### config.mk
export PLATFORM = sky130hd
export DESIGN_NAME = fifo_data_port
export DESIGN_NICKNAME = d
export VERILOG_FILES = /design/src/hdl/fifo_data_port_pkg.sv /design/src/hdl/fifo_data_port.sv
export SDC_FILE = /design/constraint.sdc
export NUM_CORES = 1
export LEC_CHECK = 0
export BUFFER_PORTS_ARGS = -buffer_cell sky130_fd_sc_hd__buf_2
export CELL_PAD_IN_SITES_DETAIL_PLACEMENT = 2
export CELL_PAD_IN_SITES_GLOBAL_PLACEMENT = 2
export CORE_MARGIN = 3
export CORE_UTILIZATION = 40
export DETAILED_ROUTE_END_ITERATION = 7
export PLACE_DENSITY_LB_ADDON = 0.1
export SLEW_MARGIN = 20
export SYNTH_ARGS = -nofsm -noshare
export SYNTH_HDL_FRONTEND = slang
export SYNTH_SLANG_ARGS = --single-unit
### constraint.sdc
create_clock -name clk_i -period 3.9 [get_ports clk_i]
set_input_delay 0.585 -clock clk_i [delete_from_list [all_inputs] [get_ports clk_i]]
set_output_delay 0.585 -clock clk_i [all_outputs]
set_load 0.02 [all_outputs]
### src/hdl/fifo_data_port_pkg.sv
// Constants for the aliased FIFO data port of the serial controller
package fifo_data_port_pkg;

  // Bus geometry
  localparam int ADDR_W = 8;
  localparam int WORD_W = 32;
  localparam int FIELD_W = 16;
  localparam int FIELD_LSB = 0;
  localparam int FIELD_MSB = 15;
  localparam int RSVD_LSB = 16;
  localparam int RSVD_MSB = 31;

  typedef logic [ADDR_W-1:0] addr_t;
  typedef logic [WORD_W-1:0] word_t;
  typedef logic [FIELD_W-1:0] field_t;

  // Alias offsets held by this block
  localparam addr_t FIFO_DATA_ALIAS_27 = 8'hCC;
  localparam addr_t FIFO_DATA_ALIAS_28 = 8'hD0;
  localparam addr_t FIFO_DATA_ALIAS_29 = 8'hD4;
  localparam addr_t FIFO_DATA_ALIAS_30 = 8'hD8;
  localparam addr_t FIFO_DATA_ALIAS_31 = 8'hDC;
  localparam addr_t FIFO_DATA_ALIAS_32 = 8'hE0;
  localparam addr_t ALIAS_FIRST = FIFO_DATA_ALIAS_27;
  localparam addr_t ALIAS_LAST = FIFO_DATA_ALIAS_32;
  localparam logic [1:0] WORD_ALIGN = 2'h0;

  // Reset values
  localparam field_t FIELD_RESET = 16'h0000;
  localparam logic [RSVD_MSB-RSVD_LSB:0] RSVD_VALUE = 16'h0000;
  localparam word_t WORD_RESET = 32'h0000_0000;

  // FIFO geometry; depth is not fixed by the register map
  localparam int FIFO_DEPTH = 8;
  localparam int PTR_W = 3;
  localparam int CNT_W = 4;
  typedef logic [PTR_W-1:0] ptr_t;
  typedef logic [CNT_W-1:0] cnt_t;
  localparam cnt_t CNT_FULL = 4'h8;
  localparam cnt_t CNT_ZERO = 4'h0;
  localparam ptr_t PTR_ZERO = 3'h0;

  // Channel index inside the FIFO generate loop
  localparam int CH_TX = 0;
  localparam int CH_RX = 1;
  localparam int NUM_CH = 2;

  // Frame size code is bits minus one
  localparam int FSIZE_W = 4;
  typedef logic [FSIZE_W-1:0] fsize_t;

endpackage

### src/hdl/fifo_data_port.sv
// Aliased 16-bit data port that pushes the transmit FIFO and pops the receive FIFO
`timescale 1ns/1ps
module fifo_data_port (
  // Clock and reset
  input wire logic clk_i,
  input wire logic rst_n_i,
  // Peripheral bus slave
  input wire logic psel_i,
  input wire logic penable_i,
  input wire logic pwrite_i,
  input wire fifo_data_port_pkg::addr_t paddr_i,
  input wire fifo_data_port_pkg::word_t pwdata_i,
  output fifo_data_port_pkg::word_t prdata_o,
  output logic pready_o,
  output logic pslverr_o,
  // Controller state
  input wire logic ctrl_enable_i,
  input wire fifo_data_port_pkg::fsize_t frame_size_i,
  // Transmit FIFO drain side
  input wire logic tx_pop_i,
  output fifo_data_port_pkg::field_t tx_data_o,
  output logic tx_valid_o,
  output logic tx_full_o,
  output fifo_data_port_pkg::cnt_t tx_level_o,
  output logic tx_drop_o,
  // Receive FIFO fill side
  input wire logic rx_push_i,
  input wire fifo_data_port_pkg::field_t rx_data_i,
  output logic rx_ready_o,
  output fifo_data_port_pkg::cnt_t rx_level_o,
  output logic rx_overflow_o
);
  import fifo_data_port_pkg::*;

  // Address decode
  wire logic alias_hit;
  wire logic setup_phase;
  wire logic access_phase;
  wire logic wr_access;
  wire logic rd_setup;
  wire logic rd_access;

  assign alias_hit = (paddr_i >= ALIAS_FIRST) && (paddr_i <= ALIAS_LAST) &&
                     (paddr_i[1:0] == WORD_ALIGN);
  assign setup_phase = psel_i && !penable_i;
  assign access_phase = psel_i && penable_i;
  assign wr_access = access_phase && pwrite_i && alias_hit;
  assign rd_setup = setup_phase && !pwrite_i && alias_hit;
  assign rd_access = access_phase && !pwrite_i && alias_hit;

  // FIFO control per channel
  wire logic [NUM_CH-1:0] push;
  wire logic [NUM_CH-1:0] pop;
  field_t wdata [NUM_CH];
  field_t head [NUM_CH];
  cnt_t count [NUM_CH];
  wire logic flush;
  logic rd_valid;

  // Disable empties both FIFOs at once
  assign flush = !ctrl_enable_i;

  // Frame mask keeps only bits below the programmed frame size
  wire field_t frame_mask;
  genvar b;
  generate
    for (b = 0; b < FIELD_W; b++) begin : g_mask
      assign frame_mask[b] = (FSIZE_W'(b) <= frame_size_i);
    end
  endgenerate

  // Transmit side: written value goes in as given, upper half dropped
  assign wdata[CH_TX] = pwdata_i[FIELD_MSB:FIELD_LSB];
  assign push[CH_TX] = wr_access && ctrl_enable_i && (count[CH_TX] != CNT_FULL);
  assign pop[CH_TX] = tx_pop_i && ctrl_enable_i && (count[CH_TX] != CNT_ZERO);

  // Receive side: stale high bits of short frames are cleared on entry
  assign wdata[CH_RX] = rx_data_i & frame_mask;
  assign push[CH_RX] = rx_push_i && ctrl_enable_i && (count[CH_RX] != CNT_FULL);
  // Pop only what the setup phase captured, so a late push is never lost
  // Count guard: a flush between setup and access must not underflow
  assign pop[CH_RX] = rd_access && rd_valid && ctrl_enable_i &&
                      (count[CH_RX] != CNT_ZERO);

  genvar c;
  generate
    for (c = 0; c < NUM_CH; c++) begin : g_fifo
      field_t mem [FIFO_DEPTH];
      ptr_t wr_ptr;
      ptr_t rd_ptr;
      ptr_t next_wr_ptr;
      ptr_t next_rd_ptr;
      cnt_t next_count;

      // Pointers only step or clear on flush; no entry can be addressed directly
      assign next_wr_ptr = flush ? PTR_ZERO : (push[c] ? PTR_W'(wr_ptr + 1'b1) : wr_ptr);
      assign next_rd_ptr = flush ? PTR_ZERO : (pop[c] ? PTR_W'(rd_ptr + 1'b1) : rd_ptr);
      assign next_count = flush ? CNT_ZERO :
                          CNT_W'(count[c] + {{(CNT_W-1){1'b0}}, push[c]}
                                 - {{(CNT_W-1){1'b0}}, pop[c]});
      assign head[c] = mem[rd_ptr];

      always_ff @(posedge clk_i or negedge rst_n_i) begin
        if (!rst_n_i) begin
          wr_ptr <= PTR_ZERO;
          rd_ptr <= PTR_ZERO;
          count[c] <= CNT_ZERO;
        end else begin
          wr_ptr <= next_wr_ptr;
          rd_ptr <= next_rd_ptr;
          count[c] <= next_count;
        end
      end

      // Storage needs no reset; empty entries are never presented as valid
      always_ff @(posedge clk_i) begin
        if (push[c]) begin
          mem[wr_ptr] <= wdata[c];
        end
      end
    end
  endgenerate

  // Read data is captured in setup so prdata_o comes from a flip-flop
  word_t next_prdata;
  assign next_prdata = (count[CH_RX] != CNT_ZERO) ?
                       {RSVD_VALUE, head[CH_RX]} : {RSVD_VALUE, FIELD_RESET};

  always_ff @(posedge clk_i or negedge rst_n_i) begin
    if (!rst_n_i) begin
      prdata_o <= WORD_RESET;
      rd_valid <= 1'b0;
    end else if (setup_phase && !pwrite_i) begin
      prdata_o <= rd_setup ? next_prdata : WORD_RESET;
      rd_valid <= rd_setup && (count[CH_RX] != CNT_ZERO);
    end
  end

  // Event pulses for the surrounding unit
  always_ff @(posedge clk_i or negedge rst_n_i) begin
    if (!rst_n_i) begin
      tx_drop_o <= 1'b0;
      rx_overflow_o <= 1'b0;
    end else begin
      tx_drop_o <= wr_access && !push[CH_TX];
      rx_overflow_o <= rx_push_i && ctrl_enable_i && !push[CH_RX];
    end
  end

  // Zero-wait slave; an unmapped offset belongs to a neighbour, so no error
  assign pready_o = 1'b1;
  assign pslverr_o = 1'b0;

  assign tx_data_o = head[CH_TX];
  assign tx_valid_o = (count[CH_TX] != CNT_ZERO);
  assign tx_full_o = (count[CH_TX] == CNT_FULL);
  assign tx_level_o = count[CH_TX];
  assign rx_ready_o = ctrl_enable_i && (count[CH_RX] != CNT_FULL);
  assign rx_level_o = count[CH_RX];

  // Checks
  a_flush_empties: assert property (@(posedge clk_i) disable iff (!rst_n_i)
    !ctrl_enable_i |=> (tx_level_o == CNT_ZERO) && (rx_level_o == CNT_ZERO))
    else $error("FIFO not empty after disable");

  a_write_blocked: assert property (@(posedge clk_i) disable iff (!rst_n_i)
    (access_phase && pwrite_i && alias_hit && !ctrl_enable_i) |=> (tx_level_o == CNT_ZERO))
    else $error("Write pushed while disabled");

  a_write_push: assert property (@(posedge clk_i) disable iff (!rst_n_i)
    (wr_access && ctrl_enable_i && !tx_full_o && !tx_pop_i)
    |=> (tx_level_o == $past(tx_level_o) + 1'b1))
    else $error("Write did not push");

  a_write_value: assert property (@(posedge clk_i) disable iff (!rst_n_i)
    (wr_access && ctrl_enable_i && (tx_level_o == CNT_ZERO) && !tx_pop_i)
    |=> (tx_data_o == $past(pwdata_i[FIELD_MSB:FIELD_LSB])))
    else $error("Pushed value differs from write data");

  a_read_head: assert property (@(posedge clk_i) disable iff (!rst_n_i)
    (rd_setup && (rx_level_o != CNT_ZERO))
    |=> (prdata_o[FIELD_MSB:FIELD_LSB] == $past(head[CH_RX])))
    else $error("Read data is not receive head");

  a_read_pop: assert property (@(posedge clk_i) disable iff (!rst_n_i)
    (rd_access && rd_valid && ctrl_enable_i && !rx_push_i && (rx_level_o != CNT_ZERO))
    |=> (rx_level_o == $past(rx_level_o) - 1'b1))
    else $error("Read did not pop one entry");

  a_upper_zero: assert property (@(posedge clk_i) disable iff (!rst_n_i)
    (setup_phase && !pwrite_i) |=> (prdata_o[RSVD_MSB:RSVD_LSB] == RSVD_VALUE) [*2])
    else $error("Upper half not zero");

  a_rx_align: assert property (@(posedge clk_i) disable iff (!rst_n_i)
    (push[CH_RX] && (rx_level_o == CNT_ZERO) && (frame_size_i == 4'h7) && !pop[CH_RX])
    |=> (head[CH_RX][FIELD_MSB:8] == 8'h00))
    else $error("Received frame not right-aligned");

  a_no_random: assert property (@(posedge clk_i) disable iff (!rst_n_i)
    (access_phase && !pwrite_i && !alias_hit && !rx_push_i && ctrl_enable_i)
    |=> (rx_level_o == $past(rx_level_o)))
    else $error("Unmapped read touched receive FIFO");

  a_burst_beats: assert property (@(posedge clk_i) disable iff (!rst_n_i)
    (wr_access && ctrl_enable_i && !tx_pop_i && (tx_level_o < 4'h7))
    ##1 (!tx_pop_i && ctrl_enable_i && !wr_access)
    ##1 (wr_access && ctrl_enable_i && !tx_pop_i)
    |=> (tx_level_o == $past(tx_level_o, 3) + 2'h2))
    else $error("Burst beats did not each push");

  a_reset_read: assert property (@(posedge clk_i) disable iff (!rst_n_i)
    (rd_setup && (rx_level_o == CNT_ZERO)) |=> (prdata_o == WORD_RESET))
    else $error("Empty read not zero");

  a_ready_const: assert property (@(posedge clk_i) disable iff (!rst_n_i)
    psel_i
    |-> pready_o)
    else $error("Bus inserted a wait state");

  a_no_error: assert property (@(posedge clk_i) disable iff (!rst_n_i)
    (psel_i && penable_i)
    |-> !pslverr_o)
    else $error("Bus reported an error");

  a_tx_drained: assert property (@(posedge clk_i) disable iff (!rst_n_i)
    (tx_pop_i && tx_valid_o && ctrl_enable_i && !wr_access && (tx_level_o == 4'h1))
    |=> !tx_valid_o)
    else $error("Transmit still valid after last pop");

  a_tx_fills: assert property (@(posedge clk_i) disable iff (!rst_n_i)
    (wr_access && ctrl_enable_i && !tx_pop_i && (tx_level_o == 4'h7))
    |=> tx_full_o)
    else $error("Transmit not full after eighth push");

  a_full_hold: assert property (@(posedge clk_i) disable iff (!rst_n_i)
    (tx_full_o && !tx_pop_i && ctrl_enable_i)
    |=> tx_full_o)
    else $error("Full transmit side lost an entry");

  a_rx_blocked: assert property (@(posedge clk_i) disable iff (!rst_n_i)
    !ctrl_enable_i
    |-> !rx_ready_o)
    else $error("Receive ready while disabled");

  a_rx_fills: assert property (@(posedge clk_i) disable iff (!rst_n_i)
    (push[CH_RX] && !pop[CH_RX] && (rx_level_o == 4'h7))
    |=> !rx_ready_o)
    else $error("Receive ready while full");

  a_drop_off: assert property (@(posedge clk_i) disable iff (!rst_n_i)
    (wr_access && !ctrl_enable_i)
    |=> tx_drop_o)
    else $error("Disabled write not flagged");

  a_drop_full: assert property (@(posedge clk_i) disable iff (!rst_n_i)
    (wr_access && tx_full_o)
    |=> tx_drop_o)
    else $error("Write to full side not flagged");

  a_drop_quiet: assert property (@(posedge clk_i) disable iff (!rst_n_i)
    !wr_access
    |=> !tx_drop_o)
    else $error("Drop flagged without a write");

  a_ovf_pulse: assert property (@(posedge clk_i) disable iff (!rst_n_i)
    (rx_push_i && ctrl_enable_i && (rx_level_o == CNT_FULL))
    |=> rx_overflow_o)
    else $error("Overflow not flagged");

  a_ovf_quiet: assert property (@(posedge clk_i) disable iff (!rst_n_i)
    !rx_push_i
    |=> !rx_overflow_o)
    else $error("Overflow flagged without a push");

  a_tx_pop_step: assert property (@(posedge clk_i) disable iff (!rst_n_i)
    (tx_pop_i && tx_valid_o && ctrl_enable_i && !wr_access)
    |=> (tx_level_o == $past(tx_level_o) - 1'b1))
    else $error("Drain pop did not remove one entry");

  a_tx_empty_pop: assert property (@(posedge clk_i) disable iff (!rst_n_i)
    (tx_pop_i && !tx_valid_o && !wr_access)
    |=> (tx_level_o == CNT_ZERO))
    else $error("Pop of empty transmit side moved it");

  a_prdata_hold: assert property (@(posedge clk_i) disable iff (!rst_n_i)
    !(setup_phase && !pwrite_i)
    |=> $stable(prdata_o))
    else $error("Read data changed outside read setup");

  a_unmapped_zero: assert property (@(posedge clk_i) disable iff (!rst_n_i)
    (setup_phase && !pwrite_i && !alias_hit)
    |=> (prdata_o == WORD_RESET))
    else $error("Unmapped read not zero");

  a_rx_no_write: assert property (@(posedge clk_i) disable iff (!rst_n_i)
    (access_phase && pwrite_i && !rx_push_i && ctrl_enable_i)
    |=> (rx_level_o == $past(rx_level_o)))
    else $error("Write touched receive side");

  a_tx_no_read: assert property (@(posedge clk_i) disable iff (!rst_n_i)
    (access_phase && !pwrite_i && !tx_pop_i && ctrl_enable_i)
    |=> (tx_level_o == $past(tx_level_o)))
    else $error("Read touched transmit side");

  a_rx_push_step: assert property (@(posedge clk_i) disable iff (!rst_n_i)
    (rx_push_i && rx_ready_o && !rd_access)
    |=> (rx_level_o == $past(rx_level_o) + 1'b1))
    else $error("Fill push did not add one entry");

  a_empty_no_pop: assert property (@(posedge clk_i) disable iff (!rst_n_i)
    (rd_access && (rx_level_o == CNT_ZERO) && !rx_push_i)
    |=> (rx_level_o == CNT_ZERO))
    else $error("Read of empty side moved it");

  a_capture_valid: assert property (@(posedge clk_i) disable iff (!rst_n_i)
    (rd_setup && (rx_level_o != CNT_ZERO))
    |=> rd_valid)
    else $error("Nonempty read not marked for pop");

  a_capture_empty: assert property (@(posedge clk_i) disable iff (!rst_n_i)
    (rd_setup && (rx_level_o == CNT_ZERO))
    |=> !rd_valid)
    else $error("Empty read marked for pop");

  a_rx_full_width: assert property (@(posedge clk_i) disable iff (!rst_n_i)
    (push[CH_RX] && (rx_level_o == CNT_ZERO) && !pop[CH_RX] && (frame_size_i == 4'hF))
    |=> (head[CH_RX] == $past(rx_data_i)))
    else $error("Sixteen-bit frame altered on entry");

endmodule

==> results of run 1 <==
## logic make-up after synthesis
family | Yosys count | share of synthesized area
AO/OA/AOI/OAI | 42 | 0.02224
flip-flops | 295 | 0.7263
multiplexers | 97 | 0.1503
XOR/XNOR | 8 | 0.005874
other | 2 | 0.0006296
adder cells (fa/ha/maj) | 18 | 0.02014
buffers and inverters | 61 | 0.02706
AND/OR/NAND/NOR | 106 | 0.04741
## placed cells by master, fill, tap and decap left out, types with 4 or more instances in the layout
| master | n |
|---|---|
| o21ai_0 | 9 |
| nand2_1 | 28 |
| inv_1 | 14 |
| clkinv_1 | 5 |
| a21oi_1 | 8 |
| buf_4 | 20 |
| conb_1 | 18 |
| mux4_2 | 64 |
| o21ai_1 | 10 |
| nor3_2 | 4 |
| dfrtp_1 | 36 |
| clkinv_2 | 9 |
| mux2_2 | 17 |
| nand3_1 | 8 |
| ha_1 | 16 |
| xor2_1 | 4 |
| nor2b_1 | 4 |
| nor2_1 | 25 |
| edfxtp_1 | 256 |
| nand4_1 | 5 |
| mux2i_1 | 16 |
| buf_2 | 95 |
| xnor2_1 | 4 |
| clkbuf_16 | 31 |
| and2_1 | 9 |
## cell type report
cell class                 count  area, um2  share of cell area
tap                          384      480.5             0.03458
inverter                      14      52.55            0.003782
clock buffer                  35      800.8             0.05764
sequential                   295       8667              0.6238
timing repair buffer         117      665.6             0.04791
clock inverter                20      176.4             0.01270
multi-input combinational    289       3050              0.2196
## metrics by stage
stage | std cells | util | worst slack (ps) | hold WS (ps) | total power [mW]
final | 1154 | 0.4789 | 780.8 | 59.39 | 7.468
after global routing | 1154 | 0.4789 | 615.9 | 79.50 | 7.796
after CTS | 1154 | 0.4788 | 674.7 | 266.8 | 7.575
after detailed placement | 1099 | 0.4451 | 683.1 | 475.8 | 4.716
after global placement | 1099 | 0.4451 | 793.9 | 463.0 | 4.661
after floorplan | 645 | - | 598.0 | 289.4 | 4.369
## sequential cells by signal, summed over array words and instances (netlist names)
name,flops
g_fifo.mem,256
tx_drop_o,1
g_fifo.wr_ptr,6
prdata_o,16
tx_level_o,4
g_fifo.rd_ptr,6
rd_valid,1
rx_level_o,4
rx_overflow_o,1
## where the power goes
part	leakage, nW	total [mW]	switching (mW)	internal, mW
clock network	0.479	2.84	1.18	1.66
registers	2.86	3.60	0.0875	3.52
logic	1.50	1.02	0.555	0.470
## final timing paths
path,startpoint,end,slack [ps],cells past startpoint
setup / recovery,g_fifo[0].rd_ptr[0],tx_data_o[5],780,4
min in group clk_i,rx_push_i,rx_overflow_o,310,3
hold / removal,rst_n_i,prdata_o[0],60,1
hold reg to reg,prdata_o[0],prdata_o[0],480,2
setup reg to reg,rx_level_o[2],rx_level_o[3],1060,11
max in group asynchronous,rst_n_i,g_fifo[0].rd_ptr[0],3390,1
## per-layer routing
layer  part of all wire  vias up
met2               0.54      111
li1                   -     2692
met4              0.012        0
met5                  0        -
met1               0.41     3219
met3              0.031       26
## critical path, stage by stage, from the launching register on
cell	delay, ps
dfrtp_2	690
buf_12	280
mux4_2	530
mux2_2	310
buf_2	170
==> flow_summary.ini, run 1 <==
[flow_run]
maxCapViolations = 0

[synthesis]
synth_area_per_cell_um2 = 18.96
synth_seq_cells = 295
ys_async_sr_fraction = 0.1322
synth-edff-count = 256
synthDistinctLibCells = 45
ys_seq_area_frac = 0.7263
yosysMostFrequentCell = edfxtp_1
yosys.area.top_type = edfxtp_1
netlist.area_leader.share = 0.6445
synth_commonest_cells = 256 x edfxtp_1, 64 x mux4_2, 39 x dfrtp_1
synth-main-ff-cell = edfxtp_1
synth_warnings = 0
netlist_instances = 629
synth_area_um2 = 11930
synth_area_leaders = edfxtp_1 64%, mux4_2 12%, dfrtp_1 8.2%

[pwr]
irDropWorstVdd_mv = 0.3702
p_leak_nw = 4.842
power_density_nw_per_um2 = 537.6

[die]
die_w_um = 178.7
coreArea_um2 = 29010
io_pins = 131
initial_utilization = 0.4111
design.die.area_um2 = 31930
fp-row-count = 62
fp.dieH_um = 178.7

[grt]
busiest_layer = met2
grt_max_degree = 40
overflow = 0
use_met1 = 0.2311
grt_pass1_wl_mm = 43.28
grt_pass1_vias = 6954
met2_usage = 0.3339
antenna_found_initial = 0
grt_usage = 0.1810
grt.met3_usage = 0.02584

[worst_setup_path]
cp-start-kind = flip-flop
crit_required_ps = 3310
end_kind = output pin
path_class = reg -> out
worst_ep_arrival_time_ps = 2530
path_max_fanout = 21

[detailed_routing]
drt-total-wl_mm = 28.07
ant_nets = 0
via_per_inst = 5.241
drtPass1Iterations = 4
drt-initial-drc-count = 321
drc_errors = 0
routedWlPerCell_um = 24.32
vias = 6048

[timing]
maxSlewHeadroom = 0.3497
rsz0062_at_grt = no
fmax_mhz = 320.6
worst_slew_pin_slew_ps = 967.4
hold_violations = 0
setup_viol = 0
setup-tns-final_ps = 0
layout_min_cycle_time_ps = 3119
timing.final.crit_share = 0.7998
drv_slew = 0
finalClockSkew_ps = 8.749

[finish]
diodes = 0
nNetsFinal = 834
areaGrowthSynthToFinish_pct = 16.48
final_area_um2 = 13890
fill_cells = 2677
drive_gt1_frac = 0.3429

[cts]
h-tree-depth = 1
clock-sinks = 295
cts_buffer_depth = 3
cts_tree = yes
clock-root-buffer = clkbuf_16
clock_latency_ps = 540
cts_buffers = 31
clk_pin_slew_ps = 60
ctsResizeCount = 0
postCtsSetupBuffers = 0
ctsHoldBuffers = 0

[worst_hold_path]
hold_path_class = in -> async

[place]
dp_hpwl_mm = 17.66
portBuffers = 96
gp_congestion = 0.7153
dpl-instance-area_um2 = 12910

[status]
status = finished clean
(Power assumes the default switching activity.)
==> run 2, diff against run 1 <==
--- a/config.mk
+++ b/config.mk
@@ -5,11 +5,12 @@
 export SDC_FILE = /design/constraint.sdc
 export NUM_CORES = 1
 export LEC_CHECK = 0
+export ABC_AREA = 1
 export BUFFER_PORTS_ARGS = -buffer_cell sky130_fd_sc_hd__buf_2
 export CELL_PAD_IN_SITES_DETAIL_PLACEMENT = 2
 export CELL_PAD_IN_SITES_GLOBAL_PLACEMENT = 2
 export CORE_MARGIN = 3
-export CORE_UTILIZATION = 40
+export CORE_UTILIZATION = 39
 export DETAILED_ROUTE_END_ITERATION = 7
 export PLACE_DENSITY_LB_ADDON = 0.1
 export SLEW_MARGIN = 20
==> constraint.sdc (replaced) <==
create_clock -name clk_i -period 3.1 [get_ports clk_i]
set_input_delay 0.465 -clock clk_i [delete_from_list [all_inputs] [get_ports clk_i]]
set_output_delay 0.465 -clock clk_i [all_outputs]
set_load 0.02 [all_outputs]
==> run 2 against run 1 <==
  * Area after synthesis increased by 4.2%
  * First-iteration DRC count increased by 20%
  * Cell area rose by 4.1%
  * Non-clock buffer count grew 15
  * Count of clock-buffer cells in the layout up 15
  * Setup slack worse by 540 ps
  * Final cell count up 41%
  * Critical path depth up 4
  * Die area is 6.6% higher
  * Critical path type unchanged
  * Critical endpoint is now tx_data_o[11]
  * Highest routed layer unchanged
==> flow_summary.ini, run 2 <==
[cts]
cts_tree = yes
clock-root-buffer = clkbuf_16
cts_buffer_depth = 3
clk_pin_slew_ps = 60
clock_latency_ps = 510
ctsResizeCount = 0
h-tree-depth = 2
cts_buffers = 35
clock-sinks = 295
postCtsSetupBuffers = 0

[finish]
layout.cells.non_filler = 1627
seqCellArea_um2 = 8667
largest-register = g_fifo.mem
final_area_um2 = 14470
nNetsFinal = 1291
fill_cells = 3163
reg.largest.list = g_fifo.mem (256), prdata_o (16)
multiInputGateArea_um2 = 3208
largest_reg_flops = 256
final_cell_mix = 259 x nor2_1, 256 x edfxtp_1, 142 x o21ai_0
final_util = 0.4668
drive_gt1_frac = 0.1625
diodes = 0
areaGrowthSynthToFinish_pct = 16.41
layout_commonest_cell = nor2_1

[pwr]
power_density_nw_per_um2 = 691.3
combPwrFrac = 0.151
clkPwrFrac = 0.402
swShare = 0.2723
p_switching_mw = 2.723
pwr-share-seq = 0.447
irDropWorstVdd_mv = 0.4336
p_int_mw = 7.276
p_leak_nw = 5.710

[worst_setup_path]
r2r-start = tx_level_o[2]
critical_path.cell_chain = buf_4, nor2_1, nor2_1, o21ai_0, o21ai_0, nand2_1, nand2_1, buf_2
crit_required_ps = 2630
end_kind = output pin
cp-start-kind = flip-flop
path_max_fanout = 65
worst_ep_arrival_time_ps = 2390
crit_path_start = g_fifo[0].rd_ptr[0]
worst_path_largest_cell_delay_ps = 570
rrSetupSlack_ps = 530
critPathSlowestCell = buf_4
path_class = reg -> out

[detailed_routing]
drc_errors = 0
wl_met3_mm = 1.173
wl_met1_mm = 14.42
drtPass1Iterations = 4
drt-total-wl_mm = 34.91
routedWlPerCell_um = 21.46
vias = 8509
via_per_inst = 5.230
wl_met2_mm = 18.61
dr.max_layer_used = met4
ant_nets = 0
drt-initial-drc-count = 384

[timing]
finalClockSkew_ps = 16.99
rsz0062_at_grt = no
layout_min_cycle_time_ps = 2858
worst_slew_pin_slew_ps = 962.7
hold_violations = 0
drv_slew = 0
fmax_mhz = 349.9
maxSlewHeadroom = 0.3568
setup_viol = 0
timing.final.crit_share = 0.9220
final.setup.worst_slack_ps = 241.9
setup-tns-final_ps = 0

[die]
die_w_um = 184.5
initial_utilization = 0.4010
coreArea_um2 = 30990
io_pins = 131
fp-row-count = 64
fp.dieH_um = 184.5
design.die.area_um2 = 34040

[synthesis]
yosysMostFrequentCell = nor2_1
ys_async_sr_fraction = 0.1322
synth-edff-count = 256
synth_area_leaders = edfxtp_1 62%, nor2_1 7.9%, dfrtp_1 7.9%
netlist_instances = 1091
synthDistinctLibCells = 35
netlist.area_leader.share = 0.6187
synth_seq_cells = 295
synth_warnings = 0
synth_area_um2 = 12430
synth_area_per_cell_um2 = 11.39
synth_commonest_cells = 261 x nor2_1, 256 x edfxtp_1, 142 x o21ai_0
yosys.area.top_type = edfxtp_1
ys_seq_area_frac = 0.6972
synth-main-ff-cell = edfxtp_1

[grt]
overflow = 0
grt_pass1_vias = 9400
grt_usage = 0.2076
antenna_found_initial = 0
grt_max_degree = 66
grt_pass1_wl_mm = 54.24

[worst_hold_path]
hold_path_class = in -> reg
min_from = rx_push_i

[place]
place_inst = 1563
dpl-instance-area_um2 = 13330
dp_hpwl_mm = 21.59
portBuffers = 96
dp_slack_ps = 477.6
gp_congestion = 0.7307

[flow_run]
maxCapViolations = 0

[status]
status = finished clean
==> run 2: final cells by class <==
| class | instances | area share |
|---|---|---|
| clock buffers | 50 | 0.06868 |
| clock inverters | 13 | 0.008996 |
| inverters | 44 | 0.01142 |
| multi-input cells | 697 | 0.2218 |
| flip-flops and latches | 295 | 0.5992 |
| well taps | 396 | 0.03425 |
| repair buffers | 132 | 0.05570 |
==> run 2: final timing paths <==
kind	endpoint	depth (start not counted)
setup / recovery	tx_data_o[11]	8
hold / removal	rx_overflow_o	3
setup reg to reg	tx_level_o[2]	10
hold reg to reg	prdata_o[8]	2
max in group asynchronous	g_fifo[0].rd_ptr[0]	2
min in group asynchronous	prdata_o[3]	2
==> run 2: metal layers <==
layer,GRT usage,up-vias
met5,0,-
met4,0.05534,0
met3,0.02783,56
met2,0.3903,153
met1,0.2494,4356
li1,-,3944
==> run 2: metrics by stage <==
stage	total power, mW	hold slack [ps]
after detailed placement	6.074	468.6
after floorplan	5.544	169.4
final	9.999	192.0
after global routing	10.47	180.6
after CTS	10.11	165.5
after global placement	5.996	462.7
==> run 2: cells by family after synthesis <==
logic type               Yosys count  synth area share
flip-flops                       295            0.6972
buffers and inverters            115           0.04984
AO/OA/AOI/OAI                    180           0.07381
adder cells (fa/ha/maj)           18           0.01933
XOR/XNOR                           5          0.003525
AND/OR/NAND/NOR                  476            0.1557
other                              2         0.0006044
==> run 2: timing repair <==
item	CTS	global route
hold buffers	0	1
endpoints found under the hold margin	0	19
setup endpoints to repair	0	0
==> run 2: power groups by stage <==
stage	clock network, mW	logic [mW]	registers [mW]
after global routing	4.28	1.71	4.48
after detailed placement	0	1.52	4.55
after CTS	4.10	1.54	4.47
after floorplan	0	0.991	4.55
after global placement	0	1.45	4.55
final	4.02	1.51	4.47
==> run 2: critical path, delay by kind of cell, from the launching register on <==
| family | cells | cell delay, ps |
|---|---|---|
| AO/OA/AOI/OAI | 2 | 230 |
| AND/OR/NAND/NOR | 4 | 550 |
| flip-flops | 1 | 360 |
| buffers and inverters | 2 | 750 |
